--- src/include/osc_select_map.svh ---
// Register offsets, field positions, reset values and timing counts of the clock selector
`ifndef OSC_SELECT_MAP_SVH
`define OSC_SELECT_MAP_SVH

// Register byte addresses
`define OSC_TUNING_ADDR     12'h090
`define OSC_CONTROL_ADDR    12'h094
`define OSC_CONFIG_ADDR     12'h098
`define OSC_STATUS_ADDR     12'h09C

// Field positions
`define TUNE_MSB            5
`define FREQ_SEL_MSB        6
`define FREQ_SEL_LSB        4
`define CFG_MODE_MSB        2
`define CFG_PWRT_BIT        3
`define CFG_WDT_BIT         4
`define STAT_SLOW_EN_BIT    0
`define STAT_READY_BIT      1
`define STAT_MODE_LSB       4

// Reset values and frequency select codes
`define TUNE_RST            6'h00
`define FREQ_SEL_RST        3'h0
`define CFG_MODE_RST        3'h6
`define FREQ_SEL_FAST       3'h7
`define FREQ_SEL_SLOW       3'h0

// Timing
`define SYS_CLK_HZ          100000000
`define SYS_PERIOD_NS       10
`define FAST_SRC_HZ         8000000
`define SLOW_SRC_CHZ        3125000
`define FAST_INC            (((64'h1 << 32) * `FAST_SRC_HZ) / `SYS_CLK_HZ)
`define SLOW_INC            (((64'h1 << 32) * `SLOW_SRC_CHZ) / (`SYS_CLK_HZ * 100))
`define FAST_SETTLE_NS      1000000
`define TUNE_STEPS          64
`define FAST_STEP_CYCLES    (`FAST_SETTLE_NS / (`SYS_PERIOD_NS * `TUNE_STEPS))
`define XTAL_START_EDGES    1024
`define CLKOUT_DIV          4

`endif

--- src/include/osc_select_pkg.sv ---
// Types shared by the clock selector
package osc_select_pkg;
    // Oscillator modes chosen by the configuration field
    typedef enum logic [2:0] {
        MODE_LOW_POWER_XTAL,
        MODE_CRYSTAL,
        MODE_HIGH_SPEED_XTAL,
        MODE_RC_CLKOUT,
        MODE_RC_IO,
        MODE_INT_CLKOUT,
        MODE_INT_DUAL_IO,
        MODE_EXT_CLOCK_IO
    } clock_mode_t;

    typedef logic signed [5:0] tune_t;
endpackage

--- src/hw/tuned_tick_gen.sv ---
// Tunable phase-accumulator tick generator for one internal source
`timescale 1ns/100ps
module tuned_tick_gen #(
    parameter int          ACC_W    = 32,
    parameter logic [31:0] BASE_INC = 32'h0000_0001
) (
    input  wire logic                  i_clk_sys,
    input  wire logic                  i_nrst,
    input  wire logic                  i_run,
    input  wire osc_select_pkg::tune_t i_tune,
    output logic                       o_tick
);
    import osc_select_pkg::*;

    logic [ACC_W-1:0] acc_reg;
    logic [ACC_W-1:0] acc_next;
    logic             tick_next;
    logic [8:0]       scale;
    logic [40:0]      prod;
    logic [ACC_W:0]   sum;

    ////////////////////////////////////////////////////////////////////////
    // Step is base * (256 + tune) / 256: one code is a constant 1/256 step
    always_comb begin
        scale     = 9'(10'sd256 + 10'(i_tune));
        prod      = {9'h000, BASE_INC} * {32'h0000_0000, scale};
        sum       = {1'b0, acc_reg} + {1'b0, prod[ACC_W+7:8]};
        acc_next  = acc_reg;
        tick_next = 1'b0;
        if (i_run) begin
            acc_next  = sum[ACC_W-1:0];
            tick_next = sum[ACC_W];
        end
    end

    // Accumulator keeps its phase while stopped
    always_ff @(posedge i_clk_sys or negedge i_nrst) begin
        if (!i_nrst) begin
            acc_reg <= '0;
            o_tick  <= 1'b0;
        end else begin
            acc_reg <= acc_next;
            o_tick  <= tick_next;
        end
    end

    a_tick_needs_run: assert property (@(posedge i_clk_sys) disable iff (!i_nrst)
        o_tick |-> $past(i_run))
        else $error("tick while source stopped");
endmodule // tuned_tick_gen

--- src/hw/osc_select.sv ---
// Clock source selector, internal source postscaler and tuning with APB registers
`timescale 1ns/100ps
`include "osc_select_map.svh"

// Overview of operation
// - Three config bits pick one of eight modes
// - External clock mode: clock in, out pin GPIO6
// - External clock mode: no start-up delay
// - RC mode drives oscillator over four out
// - RC I/O mode: RC clock, out pin GPIO6
// - Fast source 8 MHz, postscaled 125k-4M
// - Slow source runs at 31.25 kHz nominal
// - Slow source on if selected, PWRT, watchdog
// - Frequency select picks direct or postscaled
// - Code 111 fast, 000 slow, else halves
// - Internal clkout mode: Fosc/4 out, GPIO7 in
// - Internal dual I/O: both pins GPIO
// - Tuning shifts both sources, constant step
// - Slow settles in 2 cycles, fast in 1 ms
// - No stall and no shift-done flag
// - Tuning is 6-bit two's complement code
// - Bits 7:6 read zero, reset to zero
// - Tuned slow tick feeds watchdog and peripherals
module osc_select (
    input  wire logic        i_clk_sys,
    input  wire logic        i_nrst,
    input  wire logic        psel,
    input  wire logic        penable,
    input  wire logic        pwrite,
    input  wire logic [11:0] paddr,
    input  wire logic [31:0] pwdata,
    output logic      [31:0] prdata,
    output logic             pready,
    output logic             pslverr,
    input  wire logic        i_wake,
    input  wire logic        i_osc_in_pin,
    output logic             o_osc_in_pin,
    output logic             o_osc_in_pin_oe_n,
    input  wire logic        i_osc_out_pin,
    output logic             o_osc_out_pin,
    output logic             o_osc_out_pin_oe_n,
    input  wire logic        i_port_a_bit6_out,
    input  wire logic        i_port_a_bit6_drive,
    output logic             o_port_a_bit6_in,
    input  wire logic        i_port_a_bit7_out,
    input  wire logic        i_port_a_bit7_drive,
    output logic             o_port_a_bit7_in,
    output logic             o_sys_tick,
    output logic             o_instr_tick,
    output logic             o_slow_tick,
    output logic             o_slow_src_en,
    output logic             o_clock_ready
);
    import osc_select_pkg::*;

    ////////////////////////////////////////////////////////////////////////
    // Registers and working signals
    tune_t       tune_reg, tune_next;
    tune_t       tune_fast_reg, tune_fast_next;
    tune_t       tune_slow_reg, tune_slow_next;
    logic [2:0]  freq_sel_reg, freq_sel_next;
    logic [2:0]  cfg_mode_reg, cfg_mode_next;
    logic        cfg_pwrt_reg, cfg_pwrt_next;
    logic        cfg_wdt_reg, cfg_wdt_next;
    logic [31:0] prdata_next;
    logic        pready_next, pslverr_next;
    logic [10:0] step_cnt_reg, step_cnt_next;
    logic [5:0]  post_cnt_reg, post_cnt_next;
    logic [1:0]  div_cnt_reg, div_cnt_next;
    logic [10:0] start_cnt_reg, start_cnt_next;
    logic        ready_next;
    logic        sys_tick_next, instr_tick_next, slow_en_next;
    logic        in_out_next, in_oe_n_next, out_out_next, out_oe_n_next;
    logic        in_s1_reg, in_s2_reg, in_s3_reg, out_s1_reg, out_s2_reg;
    logic        fast_tick, slow_tick, ext_rise, int_tick, slow_run;
    logic        setup, access, rd_hit;
    logic [5:0]  post_mask;
    clock_mode_t mode;
    logic        internal, crystal;

    localparam logic [10:0] STEP_LAST  = 11'(`FAST_STEP_CYCLES - 1);
    localparam logic [10:0] START_LAST = 11'(`XTAL_START_EDGES - 1);

    assign mode     = clock_mode_t'(cfg_mode_reg);
    assign internal = (mode == MODE_INT_CLKOUT) || (mode == MODE_INT_DUAL_IO);
    assign crystal  = (mode == MODE_LOW_POWER_XTAL) || (mode == MODE_CRYSTAL)
                    || (mode == MODE_HIGH_SPEED_XTAL);

    ////////////////////////////////////////////////////////////////////////
    // Pin synchronisers; the second stage is looked at, and the input pin's third stage only for edge detection
    always_ff @(posedge i_clk_sys or negedge i_nrst) begin
        if (!i_nrst) begin
            in_s1_reg  <= 1'b0;
            in_s2_reg  <= 1'b0;
            in_s3_reg  <= 1'b0;
            out_s1_reg <= 1'b0;
            out_s2_reg <= 1'b0;
        end else begin
            in_s1_reg  <= i_osc_in_pin;
            in_s2_reg  <= in_s1_reg;
            in_s3_reg  <= in_s2_reg;
            out_s1_reg <= i_osc_out_pin;
            out_s2_reg <= out_s1_reg;
        end
    end

    // External and RC clocks arrive on the input pin
    assign ext_rise = in_s2_reg && !in_s3_reg;

    ////////////////////////////////////////////////////////////////////////
    // Internal sources; the slow one must run for PWRT and watchdog too
    assign slow_run = (internal && freq_sel_reg == `FREQ_SEL_SLOW)
                    || cfg_pwrt_reg || cfg_wdt_reg;

    tuned_tick_gen #(.BASE_INC(32'(`FAST_INC))) u_fast_src (
        .i_clk_sys (i_clk_sys),
        .i_nrst    (i_nrst),
        .i_run     (1'b1),
        .i_tune    (tune_fast_reg),
        .o_tick    (fast_tick)
    );

    tuned_tick_gen #(.BASE_INC(32'(`SLOW_INC))) u_slow_src (
        .i_clk_sys (i_clk_sys),
        .i_nrst    (i_nrst),
        .i_run     (slow_run),
        .i_tune    (tune_slow_reg),
        .o_tick    (slow_tick)
    );

    ////////////////////////////////////////////////////////////////////////
    // Source mux: codes 6..1 divide by 2..64, 7 and 0 bypass the postscaler
    always_comb begin
        post_mask     = 6'((7'h01 << (3'h7 - freq_sel_reg)) - 7'h01);
        post_cnt_next = post_cnt_reg + 6'(fast_tick);
        if (freq_sel_reg == `FREQ_SEL_FAST) begin
            int_tick = fast_tick;
        end else if (freq_sel_reg == `FREQ_SEL_SLOW) begin
            int_tick = slow_tick;
        end else begin
            int_tick = fast_tick && ((post_cnt_reg & post_mask) == 6'h00);
        end
    end

    ////////////////////////////////////////////////////////////////////////
    // Tuning: slow source takes the code on its next tick, fast source
    // glides one code per step so a full swing stays inside 1 ms
    always_comb begin
        tune_slow_next = slow_tick ? tune_reg : tune_slow_reg;
        tune_fast_next = tune_fast_reg;
        step_cnt_next  = step_cnt_reg;
        if (tune_fast_reg == tune_reg) begin
            step_cnt_next = 11'h000;
        end else if (step_cnt_reg == STEP_LAST) begin
            step_cnt_next  = 11'h000;
            tune_fast_next = (tune_fast_reg < tune_reg) ? tune_fast_reg + 6'sd1
                                                        : tune_fast_reg - 6'sd1;
        end else begin
            step_cnt_next = step_cnt_reg + 11'h001;
        end
    end

    ////////////////////////////////////////////////////////////////////////
    // Start-up: after a wake, crystals wait a fixed edge count; other modes run at once
    always_comb begin
        start_cnt_next = start_cnt_reg;
        ready_next     = o_clock_ready;
        if (i_wake || !crystal) begin
            start_cnt_next = 11'h000;
            ready_next     = !crystal;
        end else if (!o_clock_ready && ext_rise) begin
            start_cnt_next = start_cnt_reg + 11'h001;
            ready_next     = (start_cnt_reg == START_LAST);
        end
    end

    ////////////////////////////////////////////////////////////////////////
    // System tick and the divide-by-four instruction clock
    always_comb begin
        sys_tick_next   = o_clock_ready && (internal ? int_tick : ext_rise);
        div_cnt_next    = div_cnt_reg + 2'(o_sys_tick);
        instr_tick_next = o_sys_tick && (div_cnt_reg == 2'(`CLKOUT_DIV - 1));
        slow_en_next    = slow_run;
    end

    ////////////////////////////////////////////////////////////////////////
    // Pin roles per mode; enable low means the pin is driven
    always_comb begin
        in_out_next   = 1'b0;
        in_oe_n_next  = 1'b1;
        out_out_next  = 1'b0;
        out_oe_n_next = 1'b1;
        case (mode)
            MODE_RC_CLKOUT: begin
                out_out_next  = div_cnt_reg[1];
                out_oe_n_next = 1'b0;
            end
            MODE_INT_CLKOUT: begin
                out_out_next  = div_cnt_reg[1];
                out_oe_n_next = 1'b0;
                in_out_next   = i_port_a_bit7_out;
                in_oe_n_next  = !i_port_a_bit7_drive;
            end
            MODE_INT_DUAL_IO: begin
                in_out_next   = i_port_a_bit7_out;
                in_oe_n_next  = !i_port_a_bit7_drive;
                out_out_next  = i_port_a_bit6_out;
                out_oe_n_next = !i_port_a_bit6_drive;
            end
            MODE_EXT_CLOCK_IO, MODE_RC_IO: begin
                out_out_next  = i_port_a_bit6_out;
                out_oe_n_next = !i_port_a_bit6_drive;
            end
            default: begin
                // Crystal amplifier is analog and outside this logic
                out_oe_n_next = 1'b1;
            end
        endcase
    end

    ////////////////////////////////////////////////////////////////////////
    // APB slave: read data is staged in setup, answered in the first access
    // cycle, so every transfer takes exactly one access cycle
    always_comb begin
        setup         = psel && !penable;
        access        = psel && penable && pready;
        rd_hit        = 1'b1;
        prdata_next   = 32'h0000_0000;
        tune_next     = tune_reg;
        freq_sel_next = freq_sel_reg;
        cfg_mode_next = cfg_mode_reg;
        cfg_pwrt_next = cfg_pwrt_reg;
        cfg_wdt_next  = cfg_wdt_reg;
        if (paddr == `OSC_TUNING_ADDR) begin
            prdata_next[`TUNE_MSB:0] = tune_reg;
        end else if (paddr == `OSC_CONTROL_ADDR) begin
            prdata_next[`FREQ_SEL_MSB:`FREQ_SEL_LSB] = freq_sel_reg;
        end else if (paddr == `OSC_CONFIG_ADDR) begin
            prdata_next[`CFG_MODE_MSB:0] = cfg_mode_reg;
            prdata_next[`CFG_PWRT_BIT]   = cfg_pwrt_reg;
            prdata_next[`CFG_WDT_BIT]    = cfg_wdt_reg;
        end else if (paddr == `OSC_STATUS_ADDR) begin
            prdata_next[`STAT_SLOW_EN_BIT]           = o_slow_src_en;
            prdata_next[`STAT_READY_BIT]             = o_clock_ready;
            prdata_next[`STAT_MODE_LSB+2:`STAT_MODE_LSB] = cfg_mode_reg;
        end else begin
            rd_hit = 1'b0;
        end
        if (access && pwrite) begin
            if (paddr == `OSC_TUNING_ADDR) begin
                tune_next = tune_t'(pwdata[`TUNE_MSB:0]);
            end else if (paddr == `OSC_CONTROL_ADDR) begin
                freq_sel_next = pwdata[`FREQ_SEL_MSB:`FREQ_SEL_LSB];
            end else if (paddr == `OSC_CONFIG_ADDR) begin
                cfg_mode_next = pwdata[`CFG_MODE_MSB:0];
                cfg_pwrt_next = pwdata[`CFG_PWRT_BIT];
                cfg_wdt_next  = pwdata[`CFG_WDT_BIT];
            end
        end
        pready_next  = setup;
        pslverr_next = setup && !rd_hit;
        if (!setup) begin
            prdata_next = 32'h0000_0000;
        end
    end

    ////////////////////////////////////////////////////////////////////////
    // State registers; tuning and its applied copies reset to centre
    always_ff @(posedge i_clk_sys or negedge i_nrst) begin
        if (!i_nrst) begin
            tune_reg           <= `TUNE_RST;
            tune_fast_reg      <= `TUNE_RST;
            tune_slow_reg      <= `TUNE_RST;
            freq_sel_reg       <= `FREQ_SEL_RST;
            cfg_mode_reg       <= `CFG_MODE_RST;
            cfg_pwrt_reg       <= 1'b0;
            cfg_wdt_reg        <= 1'b0;
            step_cnt_reg       <= 11'h000;
            post_cnt_reg       <= 6'h00;
            div_cnt_reg        <= 2'h0;
            start_cnt_reg      <= 11'h000;
            prdata             <= 32'h0000_0000;
            pready             <= 1'b0;
            pslverr            <= 1'b0;
            o_clock_ready      <= 1'b0;
            o_sys_tick         <= 1'b0;
            o_instr_tick       <= 1'b0;
            o_slow_tick        <= 1'b0;
            o_slow_src_en      <= 1'b0;
            o_osc_in_pin       <= 1'b0;
            o_osc_in_pin_oe_n  <= 1'b1;
            o_osc_out_pin      <= 1'b0;
            o_osc_out_pin_oe_n <= 1'b1;
            o_port_a_bit6_in   <= 1'b0;
            o_port_a_bit7_in   <= 1'b0;
        end else begin
            tune_reg           <= tune_next;
            tune_fast_reg      <= tune_fast_next;
            tune_slow_reg      <= tune_slow_next;
            freq_sel_reg       <= freq_sel_next;
            cfg_mode_reg       <= cfg_mode_next;
            cfg_pwrt_reg       <= cfg_pwrt_next;
            cfg_wdt_reg        <= cfg_wdt_next;
            step_cnt_reg       <= step_cnt_next;
            post_cnt_reg       <= post_cnt_next;
            div_cnt_reg        <= div_cnt_next;
            start_cnt_reg      <= start_cnt_next;
            prdata             <= prdata_next;
            pready             <= pready_next;
            pslverr            <= pslverr_next;
            o_clock_ready      <= ready_next;
            o_sys_tick         <= sys_tick_next;
            o_instr_tick       <= instr_tick_next;
            o_slow_tick        <= slow_tick;
            o_slow_src_en      <= slow_en_next;
            o_osc_in_pin       <= in_out_next;
            o_osc_in_pin_oe_n  <= in_oe_n_next;
            o_osc_out_pin      <= out_out_next;
            o_osc_out_pin_oe_n <= out_oe_n_next;
            o_port_a_bit6_in   <= out_s2_reg;
            o_port_a_bit7_in   <= in_s2_reg;
        end
    end

    ////////////////////////////////////////////////////////////////////////
    // Checks
    a_tune_readback: assert property (@(posedge i_clk_sys) disable iff (!i_nrst)
        (setup && !pwrite && paddr == `OSC_TUNING_ADDR)
        |=> (prdata[31:6] == 26'h0 && prdata[5:0] == $past(tune_reg)))
        else $error("tuning read data wrong");
    a_rc_clkout_drive: assert property (@(posedge i_clk_sys) disable iff (!i_nrst)
        $past(mode == MODE_RC_CLKOUT) |-> (!o_osc_out_pin_oe_n
        && o_osc_out_pin == $past(div_cnt_reg[1])))
        else $error("RC clock out not driven");
    a_external_clock_io_mode_gpio6: assert property (@(posedge i_clk_sys) disable iff (!i_nrst)
        $past(mode == MODE_EXT_CLOCK_IO) |-> (o_osc_out_pin_oe_n
        == !$past(i_port_a_bit6_drive) && o_osc_out_pin == $past(i_port_a_bit6_out)))
        else $error("out pin not handed to port bit 6");
    a_external_clock_io_mode_no_delay: assert property (@(posedge i_clk_sys) disable iff (!i_nrst)
        (mode == MODE_EXT_CLOCK_IO) [*2] |-> o_clock_ready)
        else $error("start-up delay in external clock mode");
    a_slow_for_wdt: assert property (@(posedge i_clk_sys) disable iff (!i_nrst)
        cfg_wdt_reg |=> o_slow_src_en)
        else $error("slow source off with watchdog on");
    a_slow_tune_apply: assert property (@(posedge i_clk_sys) disable iff (!i_nrst)
        slow_tick |=> (tune_slow_reg == $past(tune_reg)))
        else $error("slow source missed new tuning");
    a_fast_glide_step: assert property (@(posedge i_clk_sys) disable iff (!i_nrst)
        (tune_fast_reg < tune_reg && step_cnt_reg == STEP_LAST)
        |=> (tune_fast_reg == $past(tune_fast_reg) + 6'sd1))
        else $error("fast tuning glide stalled");
    a_instr_div4: assert property (@(posedge i_clk_sys) disable iff (!i_nrst)
        o_instr_tick |-> ($past(o_sys_tick) && $past(div_cnt_reg) == 2'h3))
        else $error("instruction tick not every fourth");
    a_post_div2: assert property (@(posedge i_clk_sys) disable iff (!i_nrst)
        (internal && freq_sel_reg == 3'h6 && int_tick) |-> (post_cnt_reg[0] == 1'b0))
        else $error("postscaler ratio wrong");
endmodule // osc_select

--- config.mk ---
export PLATFORM = sky130hd
export DESIGN_NAME = osc_select
export DESIGN_NICKNAME = d
export VERILOG_FILES = /design/src/include/osc_select_pkg.sv /design/src/hw/tuned_tick_gen.sv /design/src/hw/osc_select.sv
export VERILOG_INCLUDE_DIRS = /design/src /design/src/include
export SDC_FILE = /design/constraint.sdc
export NUM_CORES = 1
export LEC_CHECK = 0
export ABC_AREA = 1
export BUFFER_PORTS_ARGS = -buffer_cell sky130_fd_sc_hd__buf_2
export CAP_MARGIN = 20
export CORE_MARGIN = 3
export CORE_UTILIZATION = 40
export DETAILED_ROUTE_END_ITERATION = 8
export GPL_ROUTABILITY_DRIVEN = 0
export HOLD_SLACK_MARGIN = 0.12
export PLACE_DENSITY_LB_ADDON = 0.15
export SYNTH_ARGS = -nofsm -noshare
export SYNTH_HDL_FRONTEND = slang
export SYNTH_SLANG_ARGS = --single-unit
--- constraint.sdc ---
create_clock -name i_clk_sys -period 5 [get_ports i_clk_sys]
set_clock_uncertainty 0.2 [all_clocks]
set_input_delay 1 -clock i_clk_sys [delete_from_list [all_inputs] [get_ports i_clk_sys]]
set_output_delay 1 -clock i_clk_sys [all_outputs]
set_load 0.1 [all_outputs]
; ---- Word-level counts from Yosys, hierarchy flattened
; Cells that the tools add are included.
[totals]
latchBits = 0
in_bits = 56
word_cells = 134
ramBits = 0
rom_bits = 0
regBits = 171
memories = 0
output_inout_bits = 45
[classes]
n_shift = 1
mul = 2
eq_ne = 16
div_mod_pow = 0
magnitude_cmp = 1
bitwise_logic = 4
reduce_logical = 35
addsub = 12
n_mux = 30
[op_table]
columns = operator, count
row1 = 12-bit by 8-bit equality test with 1-bit output (second input constant), 4
row2 = 11-bit 2-to-1 mux, 4
row3 = 29-bit by 9-bit multiplier with 38-bit output (first input constant), 1
row4 = 32-bit by 22-bit adder with 33-bit output, 1
row5 = 32-bit by 30-bit adder with 33-bit output, 1
row6 = 21-bit by 9-bit multiplier with 30-bit output (first input constant), 1
row7 = 11-bit by 1-bit adder with 11-bit output (second input constant), 2
row8 = 9-bit by 6-bit adder with 9-bit output (first input constant), 2
row9 = 3-bit equality test (second input constant), 5
row10 = 1-bit 2-to-1 mux, 14
row11 = 6-bit 2-to-1 mux, 2
row12 = 11-bit by 10-bit equality test with 1-bit output (second input constant), 1
row13 = 11-bit equality test (second input constant), 1
row14 = 1-bit logical AND, 11
row15 = 2-bit 2-to-1 mux, 4
row16 = 1-bit zero test, 7
row17 = 7-bit 2-to-1 mux, 1
row18 = 6-bit by 1-bit adder with 6-bit output, 1
row19 = 6-bit by 2-bit adder with 6-bit output (second input constant), 1
row20 = 6-bit bitwise AND, 1
row21 = 3-bit by 2-bit equality test with 1-bit output (second input constant), 2
row22 = 6-bit equality test, 1
row23 = 3-bit zero test, 2
row24 = 6-bit zero test, 1
row25 = 19 further kinds, 30

; ---- Logic depth before layout (Yosys ltp)
; Gate-level depths: netlist of run 1.
[logic_depth]
word_depth = 10
mapped_depth = 30
depth_no_buf = 30

; ---- Hierarchy
; Synthesis of run 1 repeated with hierarchy kept, for this count alone.
[hier_totals]
cells_unflattened = 2407
hier_area_um2 = 16420.7
[by_module_without_submodules]
columns = mod, n_inst, area_each_um2, cells_each, seq_area_each_um2
row1 = tuned_tick_gen at u_fast_src, 1, 6862.8, 1100, 825.8
row2 = tuned_tick_gen at u_slow_src, 1, 5501.5, 838, 825.8
row3 = osc_select, 1, 4056.4, 469, 2006.9

; ---- Least setup slack after synthesis of run 1
; OpenSTA, ideal clock, no wires.
[synth_timing]
path_type = register to register
startpoint = register tune_fast_reg[1]
endpoint = register u_fast_src.acc_reg[29]
period_less_slack_ns = 5.117
path_buffers = 0
required_time_ns = 4.684
stages_incl_launch_ff = 27
setup_ns = 0.116
t_arrival_ns = 4.801
setup_slack_ns = -0.117
cell_sequence = dfrtp_1 -> inv_1 -> ha_1 -> inv_1 -> fa_1 -> fa_1 -> inv_1 -> fa_1 -> inv_1 -> ha_1 -> nand2_1 -> inv_1 -> a21oi_1 -> o21bai_1 -> a21oi_1 -> nand2_1 -> nand2_1 -> nand2_1 -> ha_1 -> a21oi_1 -> o21ai_0 -> a21oi_1 -> nor2_1 -> nor2_1 -> nand2_1 -> nand2_1 -> nand2_1
[synth_between]
elab_chain_len = 3
[synth_lines]
columns = element, line_no
row1 = start: declaration, osc_select.sv:59  ; tune_t tune_fast_reg, tune_fast_next;
row2 = start signal: assignment, osc_select.sv:272  ; tune_fast_reg <= `TUNE_RST;
row3 = start signal: assignment, osc_select.sv:298  ; tune_fast_reg <= tune_fast_next;
row4 = 9-bit by 6-bit adder with 9-bit output, tuned_tick_gen.sv:25  ; scale = 9'(10'sd256 + 10'(i_tune));
row5 = 29-bit by 9-bit multiplier with 38-bit output, tuned_tick_gen.sv:26  ; prod = {9'h000, BASE_INC} * {32'h0000_0000, scale};
row6 = 32-bit by 30-bit adder with 33-bit output, tuned_tick_gen.sv:27  ; sum = {1'b0, acc_reg} + {1'b0, prod[ACC_W+7:8]};
row7 = net u_fast_src.acc_next[29], tuned_tick_gen.sv:16  ; logic [ACC_W-1:0] acc_next;
row8 = end signal: assignment, tuned_tick_gen.sv:42  ; acc_reg <= acc_next;
row9 = end: declaration, tuned_tick_gen.sv:15  ; logic [ACC_W-1:0] acc_reg;
; The timed path passes the listed nets, and every way through them passes these cells.
; A chain may end at the register's enable or synchronous reset.

; ---- Worst setup path after layout of run 1
[layout_timing]
startpoint = register tune_fast_reg[2]
endpoint = register u_fast_src.acc_reg[19]
; The elaborated chain is that of the path after synthesis.

==> results of run 1 <==
## placed cells by master, fill, tap and decap left out, types with 54 or more instances in the layout
cell / n
xor2_1: 54
nor2_1: 84
nand2_2: 123
o21ai_0: 54
dfrtp_1: 133
nand2_1: 418
fa_1: 61
inv_1: 359
ha_4: 63
nand3_1: 97
ha_1: 125
buf_4: 322
## cell families (layout without fill, tap and decap cells)
group	after synthesis	after routing	share of synthesized area (%)
muxes	1	1	0.0955
other	1	25	0.0239
adders and majority gates	262	262	23.9
buffers and inverters	454	863	11.6
xor gates and xnor gates	84	84	4.68
AOI/OAI and AO/OA	268	268	9.37
and+or+nand+nor	1004	1004	27.1
DFF	146	146	23.3
## power groups by stage
stage                     clock [mW]  combinational [mW]  sequential [mW]
after floorplan                    0               0.126             1.23
after global placement             0               0.183             1.21
after detailed placement           0               0.184             1.21
after CTS                       1.35               0.189             1.19
after global routing            1.40               0.208             1.19
final                           1.32               0.194             1.19
## layer usage
metal  routed length [um]  global-route usage (%)
met2                23300                    36.6
met1                24100                    33.6
met3                 2320                    3.07
met4                  808                    5.38
met5                    0                       0
## worst max path at each step
stage | depth (start not counted) | startpoint | endpoint | slack [ns]
global route | 26 | tune_slow_reg[1] | u_slow_src.acc_reg[28] | -0.42
CTS | 24 | tune_slow_reg[1] | u_slow_src.acc_reg[18] | -0.17
finish | 26 | tune_fast_reg[2] | u_fast_src.acc_reg[19] | -0.25
floorplan | 24 | tune_fast_reg[5] | u_fast_src.o_tick | 0.0008
detailed placement | 25 | tune_slow_reg[1] | u_slow_src.acc_reg[23] | -0.56
global placement | 26 | tune_slow_reg[0] | u_slow_src.acc_reg[19] | -0.48
## final cells by class
type,count,area [um2]
clock buffer,22,454
clock inverter,10,128
fill,3289,15000
inverter,419,1590
multi-input combinational,1644,13600
sequential,146,3670
tap,511,639
timing repair buffer,412,3160
## what timing repair did
item                       4_1_cts  5_1_grt
gates resized for setup        385      438
setup buffers                   28       41
hold endpoints to repair         0        0
pin swaps                      158      243
setup endpoints to repair       52       56
## through the flow
stage          setup WS, ns  power, mW
2_1_floorplan      0.000775       1.35
3_3_place_gp         -0.484       1.40
3_5_place_dp         -0.555       1.40
4_1_cts              -0.173       2.73
5_1_grt              -0.424       2.80
6_report             -0.255       2.71
==> metrics, run 1 <==
RSZ-0062 raised after global routing=yes; cell with the most instances after synthesis=nand2_1; Port Buffers=50; Worst slew margin=38.9%; slowest cell delay on critical path=0.54 ns; pin count of the biggest net entering global routing=97; post-route ant nets=0; mean area per synthesized cell=between 7 and 8 um2; final period utilization=105%; cell taking the most area after synthesis=dfrtp_1; die area=~42000 um2; worst hold stages=0; Layout area overhead=47.9%; gr ovfl total=0; die height=204 um; GRT Total Usage=23.1%; Clk pin slew, worst setup/hold paths=0.06 ns; WL final=50600 um; Sw Ratio=27.2%; Endpoint, Worst Hold=o_port_a_bit6_in; final-report max-slew violation count=0; Worst VDD drop=0.000216 V; Leakage=around 12 nW; Area contributors post-synth=dfrtp_1, ha_1, nand2_1; wire length per cell=16.0 um; Internal=1.97 mW; failing checks=negative setup slack; I/O pin total=roughly 100; Fmax achieved=190 MHz; final setup fails=38; Final Cell Area=23200 um2; status=finished, violations left; first-pass GRT wire length=77500 um; H-tree Lvls=4; total CTS buffers=17; Worst R2R Path Depth=26; final hold vios=0; DRT iter0 DRCs=1034; ratio of cells with drive above 1 in the final layout=between 30% and 40%; EDFF count, synth=0; crit path time final=5.25 ns; Layout Utilization=60.9%; via/cell ratio=5.03; Psw=736 uW; placed instance count=3067; CTS Sinks=146; cts hold-fix bufs=0; setup ws final=-0.255 ns; DP Area=18700 um2; worst-skew pair later-pin latency=around 0.47 ns; Worst EP required=5.17 ns; Die X=between 200 and 250 um; Hold Slack=around 0.15 ns; CP Launch Type=flop; row cnt=71; starting density of the core=between 40% and 50%; Critical R2R Capture=u_fast_src.acc_reg[19]; Post-Syn Area=15700 um2; clock tree root buffer cell=clkbuf_16; max-cap violations=0; number of antenna violations at the first check in global routing=1; Non-Filler Instances=roughly 3200; core area=between 30000 and 40000 um2; Synth top area share=22.6%; post-DP HPWL=37700 um; Max Fanout on Critical Path=5; type of the most critical hold path=flop to flop; Synth top cells by count=nand2_1, inv_1, ha_1, nor2_1, dfrtp_1; top_reg_cell synth=dfrtp_1; Clock power frac=48.8%; Logic pwr share=7.2%; CTS Buffer Depth=2; worst slew pin tran=0.917 ns; antenna diode count=0; CTS tree=done; DRC violations left=0; cells after synthesis=2220; power density cells=117 nW/um2; post-synthesis sequential area ratio=a little under a quarter; sequential power share=44.0%; Seq cells post-synth=146; endpoint class of the critical path=flop; setup TNS=-5.36 ns; CP arrival=5.42 ns; drt pass-1 iters=6; kind of critical path=flop to flop; slowest cell on the critical path=fa_2; Yosys cell types=47; crit path buf inv count=8; layout net count=2958; Crit path max-delay family=adder cells; Synth async-reset ratio=100%; yosys warns=0; Worst Min Path Start=out_s2_reg; Reg2Reg Launch Point=tune_fast_reg[2]; Vias=15900; worst reg-to-reg setup slack=-0.25 ns; vias in the first global route=between 15000 and 20000
Note: power is estimated with default switching activity, not from simulation.
==> run 2: changes to the inputs <==
--- a/config.mk
+++ b/config.mk
@@ -9,8 +9,10 @@
 export ABC_AREA = 1
 export BUFFER_PORTS_ARGS = -buffer_cell sky130_fd_sc_hd__buf_2
 export CAP_MARGIN = 20
+export CORE_ASPECT_RATIO = 1.25
 export CORE_MARGIN = 3
 export CORE_UTILIZATION = 40
+export CTS_CLUSTER_SIZE = 25
 export DETAILED_ROUTE_END_ITERATION = 8
 export GPL_ROUTABILITY_DRIVEN = 0
 export HOLD_SLACK_MARGIN = 0.12
==> run 2 against run 1 <==
  * The flow still finishes with violations (negative setup slack)
  * Combinational power barely moved
  * Critical path type unchanged
  * First-iteration DRC count fell by 22%
  * Largest power group unchanged
  * Critical path depth fell by 2
  * Flip-flop and latch count did not move
  * Clock power rose by 6%
  * Register-to-register slack improved by 0.11 ns
  * Largest cell class unchanged
  * Via count fell by 0.46%
==> metrics, run 2 (synthesized netlist as in run 1, its figures left out) <==
Sw Ratio=26.3%; Fmax achieved=194 MHz; Port Buffers=50; worst path cell trace=fa_2 -> fa_1 -> ha_1 -> inv_1 -> fa_1 -> inv_2 -> ha_4 -> buf_4 -> nand2_4 -> nor2_4 -> buf_4 -> nand4_1 -> nand3_2 -> xor2_4 -> ha_4 -> nand2_2 -> inv_2 -> nand2_4 -> inv_1 -> a21oi_2 -> nand4_1 -> buf_4 -> nand4_1 -> nand2_1; CTS tree=done; Crit path max-delay family=adder cells; RSZ-0062 raised after global routing=yes; number of antenna violations at the first check in global routing=1; final-report max-slew violation count=0; Leakage=12.3 nW; DRC violations left=0; row cnt=80; worst-skew pair later-pin latency=approximately 0.44 ns; most common cell after layout, fill and taps aside=nand2_1; status=finished, violations left; sequential power share=42.8%; Psw=733 uW; die area=between 40000 and 50000 um2; Die X=approximately 180 um; Layout area overhead=48.6%; first-pass GRT wire length=approximately 77000 um; starting density of the core=40.9%; Clock power frac=50.3%; clock tree root buffer cell=clkbuf_16; max-cap violations=0; crit path time final=5.15 ns; wire length per cell=16.0 um; slowest cell delay on critical path=0.62 ns; crit path buf inv count=7; setup ws final=-0.148 ns; drt pass-1 iters=5; pin count of the biggest net entering global routing=78; via/cell ratio=5.04; core area=38400 um2; DRT iter0 DRCs=802; most frequent cells in the layout=nand2_1, inv_1, buf_4, dfrtp_1, ha_1; type of the most critical hold path=flop to flop; CTS Sinks=146; power density cells=~120 nW/um2; final hold vios=0; slowest cell on the critical path=fa_2; layout net count=2959; Worst slew margin=between 40% and 50%; final setup fails=30; Vias=15900; CP arrival=between 5 and 6 ns; total CTS buffers=17; post-route ant nets=0; CTS Buffer Depth=2; I/O pin total=roughly 100; ratio of cells with drive above 1 in the final layout=between 30 and 40%; Clk pin slew, worst setup/hold paths=0.07 ns; H-tree Lvls=4; CP Launch Type=flop; WL final=50400 um; Internal=just over 2 mW; GRT Total Usage=between 20% and 30%; Layout Utilization=60.8%; Max Fanout on Critical Path=4; Worst VDD drop=around 0.00025 V; failing checks=negative setup slack; kind of critical path=flop to flop; Worst EP required=~5.1 ns; gr ovfl total=0; final period utilization=103%; post-DP HPWL=37900 um; worst slew pin tran=0.797 ns; Filler Cells Inserted=3306; endpoint class of the critical path=flop; pre-CTS setup slack=-0.615 ns; vias in the first global route=15700; Logic pwr share=7.0%; antenna diode count=0; die height=roughly 230 um
==> run 2: cell count changes in the layout (fill, tap and decap cells not counted), sizes merged <==
| cell | delta |
|---|---|
| buf | +1 |
| clkinvlp | -1 |
| bufinv | +1 |
| inv | +3 |
| clkinv | -3 |
==> run 2: stage by stage <==
step	TNS (ns)	instances	power [mW]	area, um2	hold slack (ns)
after CTS	-1.23	3118	2.82	21300	0.148
final	-2.04	3146	2.79	23400	0.147
after global placement	-22.31	3053	1.39	18700	0.134
after global routing	-9.85	3146	2.89	23400	0.153
after floorplan	0	2244	1.35	15800	0.131
after detailed placement	-23.58	3053	1.40	18700	0.135
==> run 2: metal layers <==
| metal | vias to the layer above | wire length, um | track usage, % |
|---|---|---|---|
| met5 | - | 9 | 0 |
| met4 | 2 | 1750 | 8.63 |
| met3 | 112 | 1490 | 2.34 |
| met2 | 318 | 26000 | 41.9 |
| met1 | 7587 | 21100 | 28.3 |
| li1 | 7837 | - | - |
==> run 2: layout make-up <==
class / count / area (um2) / share of cell area [%]
sequential: 146 / 3670 / 15.7
clock buffer: 22 / 474 / 2.03
timing repair buffer: 413 / 3130 / 13.4
tap: 492 / 616 / 2.64
multi-input combinational: 1644 / 13700 / 58.8
clock inverter: 10 / 146 / 0.627
inverter: 419 / 1590 / 6.81
==> run 2: path summary, 6_finish.rpt <==
| path | from | to | slack [ns] | depth (start not counted) |
|---|---|---|---|---|
| worst min register to register | in_s1_reg | in_s2_reg | 0.15 | 0 |
| min in group asynchronous | i_nrst | step_cnt_reg[5] | 0.38 | 1 |
| max in group asynchronous | i_nrst | u_slow_src.acc_reg[21] | 3.14 | 2 |
| worst max-delay path | tune_slow_reg[0] | u_slow_src.acc_reg[28] | -0.15 | 24 |
| worst min-delay path | in_s1_reg | in_s2_reg | 0.15 | 0 |
| worst max register to register | tune_slow_reg[0] | u_slow_src.acc_reg[28] | -0.15 | 24 |
==> run 2: what timing repair did <==
action	4_1_cts	5_1_grt
gates resized for setup	432	408
buffers inserted	42	29
hold buffers	0	0
endpoints found under the setup margin	55	56
pin swaps	189	236
hold endpoints to repair	0	0
==> run 2: power by group through the flow <==
| stage | sequential (mW) | clock [mW] | combinational [mW] |
|---|---|---|---|
| floorplan | 1.23 | 0 | 0.126 |
| global placement | 1.21 | 0 | 0.180 |
| detailed placement | 1.21 | 0 | 0.182 |
| CTS | 1.19 | 1.44 | 0.187 |
| global route | 1.19 | 1.48 | 0.209 |
| finish | 1.19 | 1.40 | 0.195 |
